[config.mk]
export PLATFORM = sky130hd
export DESIGN_NAME = spi_chain_device_flat
export DESIGN_NICKNAME = d
export VERILOG_FILES = /design/src/spi_chain_pkg.sv /design/src/spi_link_if.sv /design/src/spi_chain_device.sv /design/src/flat_wrapper.sv
export VERILOG_INCLUDE_DIRS = /design/src
export SDC_FILE = /design/constraint.sdc
export NUM_CORES = 1
export LEC_CHECK = 0
export BUFFER_PORTS_ARGS = -buffer_cell sky130_fd_sc_hd__buf_2
export CORE_ASPECT_RATIO = 2
export CORE_MARGIN = 2
export CORE_UTILIZATION = 45
export DETAILED_ROUTE_END_ITERATION = 10
export GPL_TIMING_DRIVEN = 0
export PLACE_DENSITY = 0.81
export SLEW_MARGIN = 10
export SYNTH_ARGS = -nofsm -noshare
export SYNTH_HDL_FRONTEND = slang
export SYNTH_SLANG_ARGS = --single-unit
[constraint.sdc]
create_clock -name ref_clk_in -period 2.92 [get_ports ref_clk_in]
set_clock_uncertainty 0.1 [all_clocks]
set_input_delay 0.438 -clock ref_clk_in [delete_from_list [all_inputs] [get_ports ref_clk_in]]
set_output_delay 0.438 -clock ref_clk_in [all_outputs]
set_load 0.005 [all_outputs]
[src/spi_chain_cfg.svh]
// constants shared by both ends of the status chain link
// assumes a 250 MHz reference clock on both ends
`ifndef SPI_CHAIN_CFG_SVH
`define SPI_CHAIN_CFG_SVH

// ======================================================
// status word layout
`define STATUS_RESET 16'h0000
`define ST_OCS_BIT 15
`define ST_PSF_BIT 14
`define ST_ULD_BIT 13
`define ST_TW_BIT 0
`define ST_CH_LSB 1
`define GROUP_SIZE 6

// ======================================================
// channel status codes
`define CODE_OFF 2'h0
`define CODE_OCS 2'h1
`define CODE_ULD 2'h2
`define CODE_ON 2'h3

// ======================================================
// command word layout
`define CMD_RESET 16'h0000
`define CMD_SRR_BIT 15
`define CMD_GRP_BIT 14
`define GRP_LO_MASK 12'h03F
`define GRP_HI_MASK 12'hFC0

// ======================================================
// frame length counter
`define CNT_RESET 5'h00
`define CNT_VALID 5'h10
`define CNT_LAST 5'h17

// ======================================================
// host registers
`define HOST_REG_TXD 8'h00
`define HOST_REG_CTRL 8'h04
`define HOST_REG_STAT 8'h08
`define HOST_REG_RXD 8'h0C
`define HOST_CTRL_START_BIT 8
`define HOST_LEN_RESET 6'h10
`define HOST_MAX_LEN 6'h20

// ======================================================
// link timing
`define REF_CLK_NS 4
`define SCLK_HALF_NS 64
`define SCLK_HALF_CYC ((`SCLK_HALF_NS + `REF_CLK_NS - 1) / `REF_CLK_NS)

`endif

[src/spi_chain_pkg.sv]
// types shared by both ends of the status chain link
// assumes spi_chain_cfg.svh for numeric constants
package spi_chain_pkg;

  typedef logic [1:0] chan_code_t;
  typedef logic [15:0] status_word_t;

  typedef enum logic [2:0] {
    H_IDLE,
    H_LEAD,
    H_HIGH,
    H_LOW,
    H_TAIL,
    H_GAP
  } host_state_t;

endpackage : spi_chain_pkg

[src/spi_link_if.sv]
// serial link between host master and status chain device
// assumes serial out idles low when the device does not drive it
`timescale 1ns/100ps
interface spi_link_if;
  logic cs_n;
  logic sclk;
  logic mosi;
  logic so;
  logic so_oe;
  logic miso;

  // ======================================================
  // resolve the three-state serial out, weak pull low
  assign miso = so_oe ? so : 1'b0;

  modport device (
    input cs_n,
    input sclk,
    input mosi,
    output so,
    output so_oe
  );

  modport host (
    output cs_n,
    output sclk,
    output mosi,
    input miso
  );
endinterface : spi_link_if

[src/spi_chain_device.sv]
// device end: status word, frame length check and daisy chain path
// assumes link pins from another domain and fault events on ref_clk_in
//
// Overview of operation
// - power-on reset clears whole status word
// - bits 12:1 hold six channel fields
// - bits 15,14,13,0 report faults as one
// - channel field priority code off/ocs/uld/on
// - underload then overcurrent shows 10 then 01
// - no direct move from overcurrent to underload
// - frame valid only at multiples of eight
// - first sixteen modulo 16, then modulo 8
// - valid frame loads last sixteen input bits
// - serial out pre-bit is shutdown or input
// - pre-bit shown at chip select fall
// - status bits follow first rising clock edge
// - master idles select high, data low
// - chained devices share clock phase and polarity
// - farther byte device word goes first
// - master keeps chain order and length
// - upstream shutdown pre-bit passes through unchanged
// - previous input bit 14 picks channel group
// - status frozen in frame, updated at end; kept unchanged after a valid frame with bit 15 set
//
// Decided for this implementation: the strobed register port and the placing of the registers.
`timescale 1ns/100ps
`include "spi_chain_cfg.svh"
module spi_chain_device
  import spi_chain_pkg::*;
#(
  parameter int NUM_CH = 12
) (
  input wire logic ref_clk_in,
  input wire logic reset_in,
  input wire logic ce_in,
  input wire logic [NUM_CH-1:0] oc_event_in,
  input wire logic [NUM_CH-1:0] ul_event_in,
  input wire logic [NUM_CH-1:0] out_active_in,
  input wire logic supply_fault_in,
  input wire logic thermal_warning_in,
  input wire logic thermal_shutdown_in,
  output logic [15:0] cmd_data_out,
  output logic cmd_load_out,
  output logic frame_error_out,
  output logic [15:0] status_word_out,
  spi_link_if.device link
);

  // ======================================================
  // functions
  function automatic chan_code_t chan_code(input logic oc, input logic ul, input logic on);
    chan_code_t code;
    code = `CODE_OFF;
    if (oc) begin
      code = `CODE_OCS;
    end else if (ul) begin
      code = `CODE_ULD;
    end else if (on) begin
      code = `CODE_ON;
    end
    return code;
  endfunction : chan_code

  function automatic status_word_t build_status(
    input logic grp,
    input logic [NUM_CH-1:0] oc,
    input logic [NUM_CH-1:0] ul,
    input logic [NUM_CH-1:0] on,
    input logic supply_fault_flag,
    input logic tw
  );
    status_word_t w;
    int base;
    w = `STATUS_RESET;
    base = grp ? `GROUP_SIZE : 0;
    for (int i = 0; i < `GROUP_SIZE; i++) begin
      w[`ST_CH_LSB + 2*i +: 2] = chan_code(oc[base+i], ul[base+i], on[base+i]);
    end
    w[`ST_OCS_BIT] = |(grp ? oc[NUM_CH-1:`GROUP_SIZE] : oc[`GROUP_SIZE-1:0]);
    w[`ST_PSF_BIT] = supply_fault_flag;
    w[`ST_ULD_BIT] = |(grp ? ul[NUM_CH-1:`GROUP_SIZE] : ul[`GROUP_SIZE-1:0]);
    w[`ST_TW_BIT] = tw;
    return w;
  endfunction : build_status

  function automatic logic [4:0] cnt_next(input logic [4:0] cnt);
    logic [4:0] n;
    n = cnt + 5'h01;
    if (cnt == `CNT_LAST) begin
      n = `CNT_VALID;
    end
    return n;
  endfunction : cnt_next

  // ======================================================
  // declarations
  logic cs_m;
  logic cs_s;
  logic cs_p;
  logic sclk_m;
  logic sclk_s;
  logic sclk_p;
  logic si_m;
  logic si_s;
  logic cs_fall;
  logic cs_rise;
  logic sclk_rise;
  logic first_q;
  logic [4:0] cnt_q;
  logic [15:0] sh_q;
  logic so_q;
  logic so_oe_q;
  logic [15:0] cmd_q;
  logic channel_group_select_q;
  status_word_t status_q;
  logic [NUM_CH-1:0] oc_q;
  logic [NUM_CH-1:0] ul_q;
  logic tsd_q;
  logic frame_ok;
  logic srr_now;
  logic grp_next;
  logic [NUM_CH-1:0] clr_mask;
  logic [NUM_CH-1:0] oc_kept;

  assign link.so = so_q;
  assign link.so_oe = so_oe_q;
  assign cmd_data_out = cmd_q;
  assign status_word_out = status_q;

  // ======================================================
  // pin synchronisers and edge detect
  always_ff @(posedge ref_clk_in or posedge reset_in) begin
    if (reset_in) begin
      cs_m <= 1'b1;
      cs_s <= 1'b1;
      cs_p <= 1'b1;
      sclk_m <= 1'b0;
      sclk_s <= 1'b0;
      sclk_p <= 1'b0;
      si_m <= 1'b0;
      si_s <= 1'b0;
    end else if (ce_in) begin
      cs_m <= link.cs_n;
      cs_s <= cs_m;
      cs_p <= cs_s;
      sclk_m <= link.sclk;
      sclk_s <= sclk_m;
      sclk_p <= sclk_s;
      si_m <= link.mosi;
      si_s <= si_m;
    end
  end

  assign cs_fall = cs_p && !cs_s;
  assign cs_rise = !cs_p && cs_s;
  assign sclk_rise = !cs_s && !sclk_p && sclk_s;
  assign frame_ok = cs_rise && (cnt_q == `CNT_VALID);
  assign srr_now = frame_ok && sh_q[`CMD_SRR_BIT];
  assign grp_next = frame_ok ? sh_q[`CMD_GRP_BIT] : channel_group_select_q;
  assign clr_mask = !srr_now ? {NUM_CH{1'b0}} :
                    (sh_q[`CMD_GRP_BIT] ? `GRP_HI_MASK : `GRP_LO_MASK);
  assign oc_kept = oc_q & ~clr_mask;

  // ======================================================
  // frame length counter
  always_ff @(posedge ref_clk_in or posedge reset_in) begin
    if (reset_in) begin
      cnt_q <= `CNT_RESET;
    end else if (ce_in) begin
      if (cs_fall) begin
        cnt_q <= `CNT_RESET;
      end else if (sclk_rise) begin
        cnt_q <= cnt_next(cnt_q);
      end
    end
  end

  // ======================================================
  // shift register and serial out
  always_ff @(posedge ref_clk_in or posedge reset_in) begin
    if (reset_in) begin
      sh_q <= `STATUS_RESET;
      first_q <= 1'b0;
      so_q <= 1'b0;
      so_oe_q <= 1'b0;
    end else if (ce_in) begin
      if (cs_fall) begin
        sh_q <= status_q;
        first_q <= 1'b1;
        so_oe_q <= 1'b1;
        so_q <= tsd_q | si_s;
      end else if (cs_rise) begin
        first_q <= 1'b0;
        so_oe_q <= 1'b0;
        so_q <= 1'b0;
      end else if (sclk_rise) begin
        first_q <= 1'b0;
        so_q <= sh_q[15];
        sh_q <= {sh_q[14:0], si_s};
      end else if (first_q) begin
        so_q <= tsd_q | si_s;
      end
    end
  end

  // ======================================================
  // command data register
  always_ff @(posedge ref_clk_in or posedge reset_in) begin
    if (reset_in) begin
      cmd_q <= `CMD_RESET;
      channel_group_select_q <= 1'b0;
      cmd_load_out <= 1'b0;
      frame_error_out <= 1'b0;
    end else if (ce_in) begin
      cmd_load_out <= frame_ok;
      frame_error_out <= cs_rise && !frame_ok;
      if (frame_ok) begin
        cmd_q <= sh_q;
        channel_group_select_q <= sh_q[`CMD_GRP_BIT];
      end
    end
  end

  // ======================================================
  // fault latches, set wins over clear
  always_ff @(posedge ref_clk_in or posedge reset_in) begin
    if (reset_in) begin
      oc_q <= {NUM_CH{1'b0}};
      ul_q <= {NUM_CH{1'b0}};
      tsd_q <= 1'b0;
    end else if (ce_in) begin
      oc_q <= oc_kept | oc_event_in;
      ul_q <= (ul_q & ~clr_mask) | (ul_event_in & ~oc_kept & ~oc_event_in);
      tsd_q <= (tsd_q & ~srr_now) | thermal_shutdown_in;
    end
  end

  // ======================================================
  // status snapshot
  always_ff @(posedge ref_clk_in or posedge reset_in) begin
    if (reset_in) begin
      status_q <= `STATUS_RESET;
    end else if (ce_in) begin
      if (cs_rise && !srr_now) begin
        status_q <= build_status(grp_next, oc_q, ul_q, out_active_in,
                                 supply_fault_in, thermal_warning_in);
      end
    end
  end

endmodule : spi_chain_device

[src/flat_wrapper.sv]
// flat-port wrapper written by rule: the top's interface ports become plain ports
module spi_chain_device_flat import spi_chain_pkg::*;
#(
  parameter int NUM_CH = 12
)
  (ref_clk_in, reset_in, ce_in, oc_event_in, ul_event_in, out_active_in, supply_fault_in, thermal_warning_in, thermal_shutdown_in, cmd_data_out, cmd_load_out, frame_error_out, status_word_out, link_cs_n, link_sclk, link_mosi, link_so, link_so_oe);
  spi_link_if link_i ();
  input wire logic ref_clk_in;
  input wire logic reset_in;
  input wire logic ce_in;
  input wire logic [NUM_CH-1:0] oc_event_in;
  input wire logic [NUM_CH-1:0] ul_event_in;
  input wire logic [NUM_CH-1:0] out_active_in;
  input wire logic supply_fault_in;
  input wire logic thermal_warning_in;
  input wire logic thermal_shutdown_in;
  output logic [15:0] cmd_data_out;
  output logic cmd_load_out;
  output logic frame_error_out;
  output logic [15:0] status_word_out;
  input wire logic [$bits(link_i.cs_n)-1:0] link_cs_n;
  input wire logic [$bits(link_i.sclk)-1:0] link_sclk;
  input wire logic [$bits(link_i.mosi)-1:0] link_mosi;
  output wire logic [$bits(link_i.so)-1:0] link_so;
  output wire logic [$bits(link_i.so_oe)-1:0] link_so_oe;
  assign link_i.cs_n = link_cs_n;
  assign link_i.sclk = link_sclk;
  assign link_i.mosi = link_mosi;
  assign link_so = link_i.so;
  assign link_so_oe = link_i.so_oe;
  spi_chain_device #(.NUM_CH(NUM_CH)) u_core (.ref_clk_in(ref_clk_in), .reset_in(reset_in), .ce_in(ce_in), .oc_event_in(oc_event_in), .ul_event_in(ul_event_in), .out_active_in(out_active_in), .supply_fault_in(supply_fault_in), .thermal_warning_in(thermal_warning_in), .thermal_shutdown_in(thermal_shutdown_in), .cmd_data_out(cmd_data_out), .cmd_load_out(cmd_load_out), .frame_error_out(frame_error_out), .status_word_out(status_word_out), .link(link_i));
endmodule
-- Yosys cells after proc, flatten, opt, wreduce, memory -nomap -nowiden
Cells that the tools add are included.
Widths: inputs -> output; s select.
- bits in registers: 92
- bits of input ports: 45
- output and inout port bits: 36
- logic and storage cells: 168
- add/sub/neg operators: 6
- $lt $le $gt $ge: 6
- eq/ne operators: 3
- mux-type cells: 93
- bitwise logic cells: 13
- reductions and logical operators: 26
- operators with widths (operator ; count):
    $lt 32x6->1 const B ; 6
    $bmux 1 s4 ; 18
    $add 32x3->32 const B ; 2
    $add 32x4->32 const B ; 2
    $and 12x12->12 ; 4
    $mux 16 ; 3
    $mux 1 ; 46
    $mux 2 ; 18
    $not 12->12 ; 3
    $add 32x2->32 const B ; 1
    $mux 12 ; 2
    $or 12x12->12 ; 2
    $mux 5 ; 3
    $mux 6 ; 2
    $reduce_and 2->1 ; 6
    $reduce_or 6->1 ; 2
    $eq 5x5->1 const B ; 2
    $logic_and 1x1->1 ; 8
    $add 5x1->5 const B ; 1
    $logic_not 1->1 ; 5
    $reduce_bool 2->1 ; 2
    $reduce_bool 4->1 ; 1
    $mux 3 ; 1
    $reduce_and 3->1 ; 1
    5 further kinds ; 6

-- Logic depth before layout (Yosys ltp)
- word-level depth: 12
- gate-level depth with buffers: 8
- mapped depth without buffers: 6

-- Least setup slack after synthesis
Ideal clock, no wire load.
- path type: flip-flop to flip-flop
- from: reg u_core.cs_p
- to: reg u_core.status_q[1], in the netlist u_core.status_word_out[1]
- library setup time: 0.132 ns
- arrival time: 1.809 ns
- data required time: 2.688 ns
- setup slack: 0.879 ns
- stages on the path, launching flop included: 9
- path buffers: 2
- clock period less this slack: 2.041 ns
- path through: dfstp_2 > inv_1 > ha_1 > and2_1 > buf_6 > a21bo_2 > buf_2 > a221oi_1 > o21ai_0
- cells in the longest elaborated chain, start to end: 11
- elaborated cells between the ends (all ways): 21
- classes of those cells: mux (14); reduce/logical (7)
- RTL lines (item ; line ; source):
    start: declaration ; spi_chain_device.sv:99 ; logic cs_p;
    start signal: assignment ; spi_chain_device.sv:145 ; cs_p <= cs_s;
    $logic_not 1->1 (*) ; spi_chain_device.sv:155 ; assign cs_rise = !cs_p && cs_s;
    $logic_and 1x1->1 (*) ; spi_chain_device.sv:155 ;
    $logic_and 1x1->1 ; spi_chain_device.sv:157 ; assign frame_ok = cs_rise && (cnt_q == `CNT_VALID);
    $mux 1 ; n/a ;
    $mux 3 ; spi_chain_device.sv:75 ; base = grp ? `GROUP_SIZE : 0;
    $bmux 1 s4 ; spi_chain_device.sv:77 ; w[`ST_CH_LSB + 2*i +: 2] = chan_code(oc[base+i], ul[base+i], on[base+i]);
    $mux 1 (not written as such) (2 in a row) ; spi_chain_device.sv:77 ;
    $mux 2 ; spi_chain_device.sv:58 ; end else if (on) begin
    $mux 2 ; spi_chain_device.sv:56 ; end else if (ul) begin
    $mux 2 ; spi_chain_device.sv:54 ; if (oc) begin
    end signal: assignment ; spi_chain_device.sv:242 ; status_q <= `STATUS_RESET;
    end signal: assignment ; spi_chain_device.sv:245 ; status_q <= build_status(grp_next, oc_q, ul_q, out_active_in,
    end: declaration ; spi_chain_device.sv:115 ; status_word_t status_q;
Every way passes the cells marked *; elsewhere a longest branch is shown, timed or not. The select of a mux whose other input is x is not followed.
A chain may end at the register's enable or synchronous reset.

-- Worst setup path in the final report
- from: reg u_core.cs_s
- to: reg u_core.status_q[4], in the netlist u_core.status_word_out[4]
- cells in the longest elaborated chain, start to end: 11
- elaborated cells between the ends (all ways): 21
- classes of those cells: add/sub (1); mux (14); reduce/logical (6)
- RTL lines (item ; line ; source):
    start: declaration ; spi_chain_device.sv:98 ; logic cs_s;
    start signal: assignment ; spi_chain_device.sv:144 ; cs_s <= cs_m;
    $logic_and 1x1->1 (*) ; spi_chain_device.sv:155 ;
    $logic_and 1x1->1 ; spi_chain_device.sv:157 ;
    $mux 1 ; n/a ;
    $mux 3 ; spi_chain_device.sv:75 ;
    $add 32x2->32 ; spi_chain_device.sv:77 ;
    $bmux 1 s4 ; spi_chain_device.sv:77 ;
    $mux 1 (not written as such) (2 in a row) ; spi_chain_device.sv:77 ;
    $mux 2 ; spi_chain_device.sv:58 ;
    $mux 2 ; spi_chain_device.sv:56 ;
    $mux 2 ; spi_chain_device.sv:54 ;
Marked as above.

==> metrics.yaml <==
run_status:
  status: "completed"
die:
  die_area_um2: 10500
  core_um2: 9380
  die_w_um: 73.6
  initial_core_util_pct: 46.5
  ios: 81
  fp.dieH_um: 143
  row_count: 50
global_route:
  grt_first_pass_wirelength_um: 18300
  antenna_found_initial: 0
  gr-usage-all-layers_pct: 23.1
  grt-ovfl-total: 0
  grt_pass1_vias: 3601
  grt_max_degree: 41
logic_synthesis:
  mappedNetlistArea_um2: 4360
  synth_cell_type_count: 51
  synth_area_leaders: "dfrtp_1 (51%), mux2_2 (5.2%), nand2_1 (5.1%)"
  synth_warnings: 0
  avgSynthCellArea_um2: 10.8
  yosysMostFrequentCell: "dfrtp_1"
  synth_edf_count: 0
  synthArstFlopShare_pct: 100
  yosys-top-cells-count: "dfrtp_1 (89), nand2_1 (59), o21ai_0 (32)"
  syn_nets: 454
  synth_top_area_share_pct: 51.1
  syn-instance-count: 405
  yosysSeqAreaShare_pct: 52.9
  synth_area_leader_cell: "dfrtp_1"
  synth_top_flop_cell: "dfrtp_1"
  ys_seq_elements: 92
power_and_ir_drop:
  p_switching_mw: 1.11
  p_comb_share_pct: 19.3
  p_sw_share_pct: 30.7
  clockPowerShare_pct: 32.0
  power.internal_mw: 2.50
  powerDensity_nw_per_um2: 690
  power.total_mw: 3.61
  seq_power_share_pct: 48.6
  p_leak_nw: 2.48
  ir_drop_mv: 0.406
worst_setup_path:
  path_class: "register to register"
  r2r_slack_ns: 0.39
  crit_slowest_cell: "o41ai_1"
  cp-start-kind: "register"
  cp_cell_sequence: "ha_1, and2_1, buf_6, a21boi_2, buf_6, o41ai_1, o22a_1"
  timing.rr.end: "u_core.status_word_out[4]"
  worstPathRequired_ns: 3.12
  timing.rr.start: "u_core.cs_s"
  crit_path_max_fanout: 10
  slowest_delay_ns: 0.66
  endpoint_kind: "register"
  crit_path_start: "u_core.cs_s"
  cpMostUsedCell: "buf_6"
  rr_worst_depth: 7
  cp.arrival_ns: 2.72
cells_and_area:
  drive_gt1_share_pct: 28.5
  fillers: 845
  nets: 547
  fin_cells: 606
  area_growth_pct: 19.9
  diodes: 0
  final_area_um2: 5230
min_path:
  worst_hold_path.endpoint: "u_core.ul_q[10]"
  whs_path_depth: 2
  hp-start: "oc_event_in[10]"
  hp-class: "input port to register"
timing:
  timing.final.crit_share_pct: 86.6
  period_minus_slack_ns: 2.53
  slew_violations: 0
  hold_viol: 0
  rsz0062_at_grt: "no"
  fmax_mhz: 395
  final-setup-viol-count: 0
  setup_tns_ns: 0
  worst_slack_ns: 0.392
  slew_headroom_pct: 53.5
  worst_pin_slew_ns: 0.688
placed_design:
  placed_area_um2: 4930
  portBuffers: 79
  gp_congestion: 0.942
  dp_slack_ns: 0.510
  dp_hpwl_um: 8930
  place_inst: 590
cts:
  cts_sinks: 92
  root_buffer: "clkbuf_16"
  htreeDepth: 3
  worst_skew_pair.late_latency_ns: 0.35
  cts_tree: "yes"
  cts.clk_slew.worst_paths_ns: 0.07
  cts.path.max_buffers: 2
  cts_setup_buffers: 0
  cts_made_buffers: 9
route:
  wl_per_cell_um: 19.3
  routed_wl_um: 11700
  ant_nets: 0
  viasPerCell: 6.06
  drc_errors: 0
  vias: 3671
  first_pass_iters: 5
  first_iter_violations: 250
job:
  drv_cap: 0
-- sequential cells by signal, summed over array words and instances (netlist names), 5 cells and up --
name                    cells
u_core.cnt_q                5
u_core.oc_q                12
u_core.cmd_data_out        16
u_core.status_word_out     16
u_core.sh_q                16
u_core.ul_q                12
-- cell families after synthesis --
logic type      after synthesis  synth area share, %
simple gates                109                 12.4
flops                        92                 52.9
buf+inv                      41                 4.51
compound gates              123                 20.2
mux                          36                 8.84
fa+ha+maj                     4                 1.15
-- cell type report --
class	instances	area [um2]	area share (%)
inverters	16	63.8	1.22
clock buffers	9	225	4.31
clock inverters	6	65.1	1.24
multi-input cells	272	1860	35.5
plain buffers	25	136	2.61
flip-flops and latches	92	2310	44.1
repair buffers	82	445	8.52
well taps	104	130	2.49
-- power groups by stage --
stage	registers, mW	logic (mW)	clock network, mW
6_report	1.75	0.698	1.16
3_3_place_gp	1.76	0.655	0
5_1_grt	1.78	0.784	1.22
4_1_cts	1.75	0.701	1.16
3_5_place_dp	1.77	0.692	0
2_1_floorplan	1.70	0.442	0
-- worst max-delay path, delay by kind of cell, from the launching register on --
family / cells / cell delay [ns]
compound gates: 3 / 0.99
flops: 1 / 0.57
buf+inv: 2 / 0.31
fa+ha+maj: 1 / 0.31
simple gates: 1 / 0.19
-- per-stage QoR --
step	util [%]	hold slack [ns]
after global placement	52.1	0.362
final	55.7	0.183
after floorplan	-	0.355
after CTS	55.7	0.182
after detailed placement	52.5	0.343
after global routing	55.7	0.187
-- placed cells by master (no fill, tap or decap), types with 4 or more instances in the layout --
cell	Yosys	final
a211oi_1	13	13
a21boi_0	5	5
a21o_1	7	7
a221oi_1	6	6
a22o_1	17	17
buf_2	10	89
buf_6	4	4
clkbuf_1	9	9
clkbuf_16	0	9
dfrtp_1	89	89
ha_1	4	4
inv_1	16	15
mux2_2	20	20
mux2i_1	16	16
nand2_1	59	59
nand3_1	4	4
nor2_1	15	15
nor2b_1	6	6
nor3_1	5	5
o21ai_0	32	32
o21ai_1	5	5
o22a_1	6	6
o31ai_1	6	6
o41ai_1	12	12
-- worst max path at each step --
stage | endpoint | slack (ns) | cells after the start
after global routing | u_core.status_word_out[3] | 0.36 | 7
final | u_core.status_word_out[4] | 0.39 | 7
after floorplan | u_core.status_word_out[1] | 0.88 | 8
after detailed placement | u_core.status_word_out[4] | 0.51 | 7
after global placement | u_core.status_word_out[4] | 0.52 | 7
after CTS | u_core.status_word_out[4] | 0.48 | 7
-- repair_timing --
item,in CTS,in global routing
hold buffers,1,0
hold endpoints to repair,12,0
resized for setup,0,0
-- layer usage --
metal | vias up | part of all wire [%] | global-route usage, %
met3 | 29 | 4.4 | 4.45
met5 | - | 0 | 0
met2 | 137 | 56 | 41.8
met4 | 0 | 3.3 | 11.3
met1 | 1829 | 36 | 24.7
li1 | 1676 | - | -
Note: power is estimated with default switching activity, not from simulation.
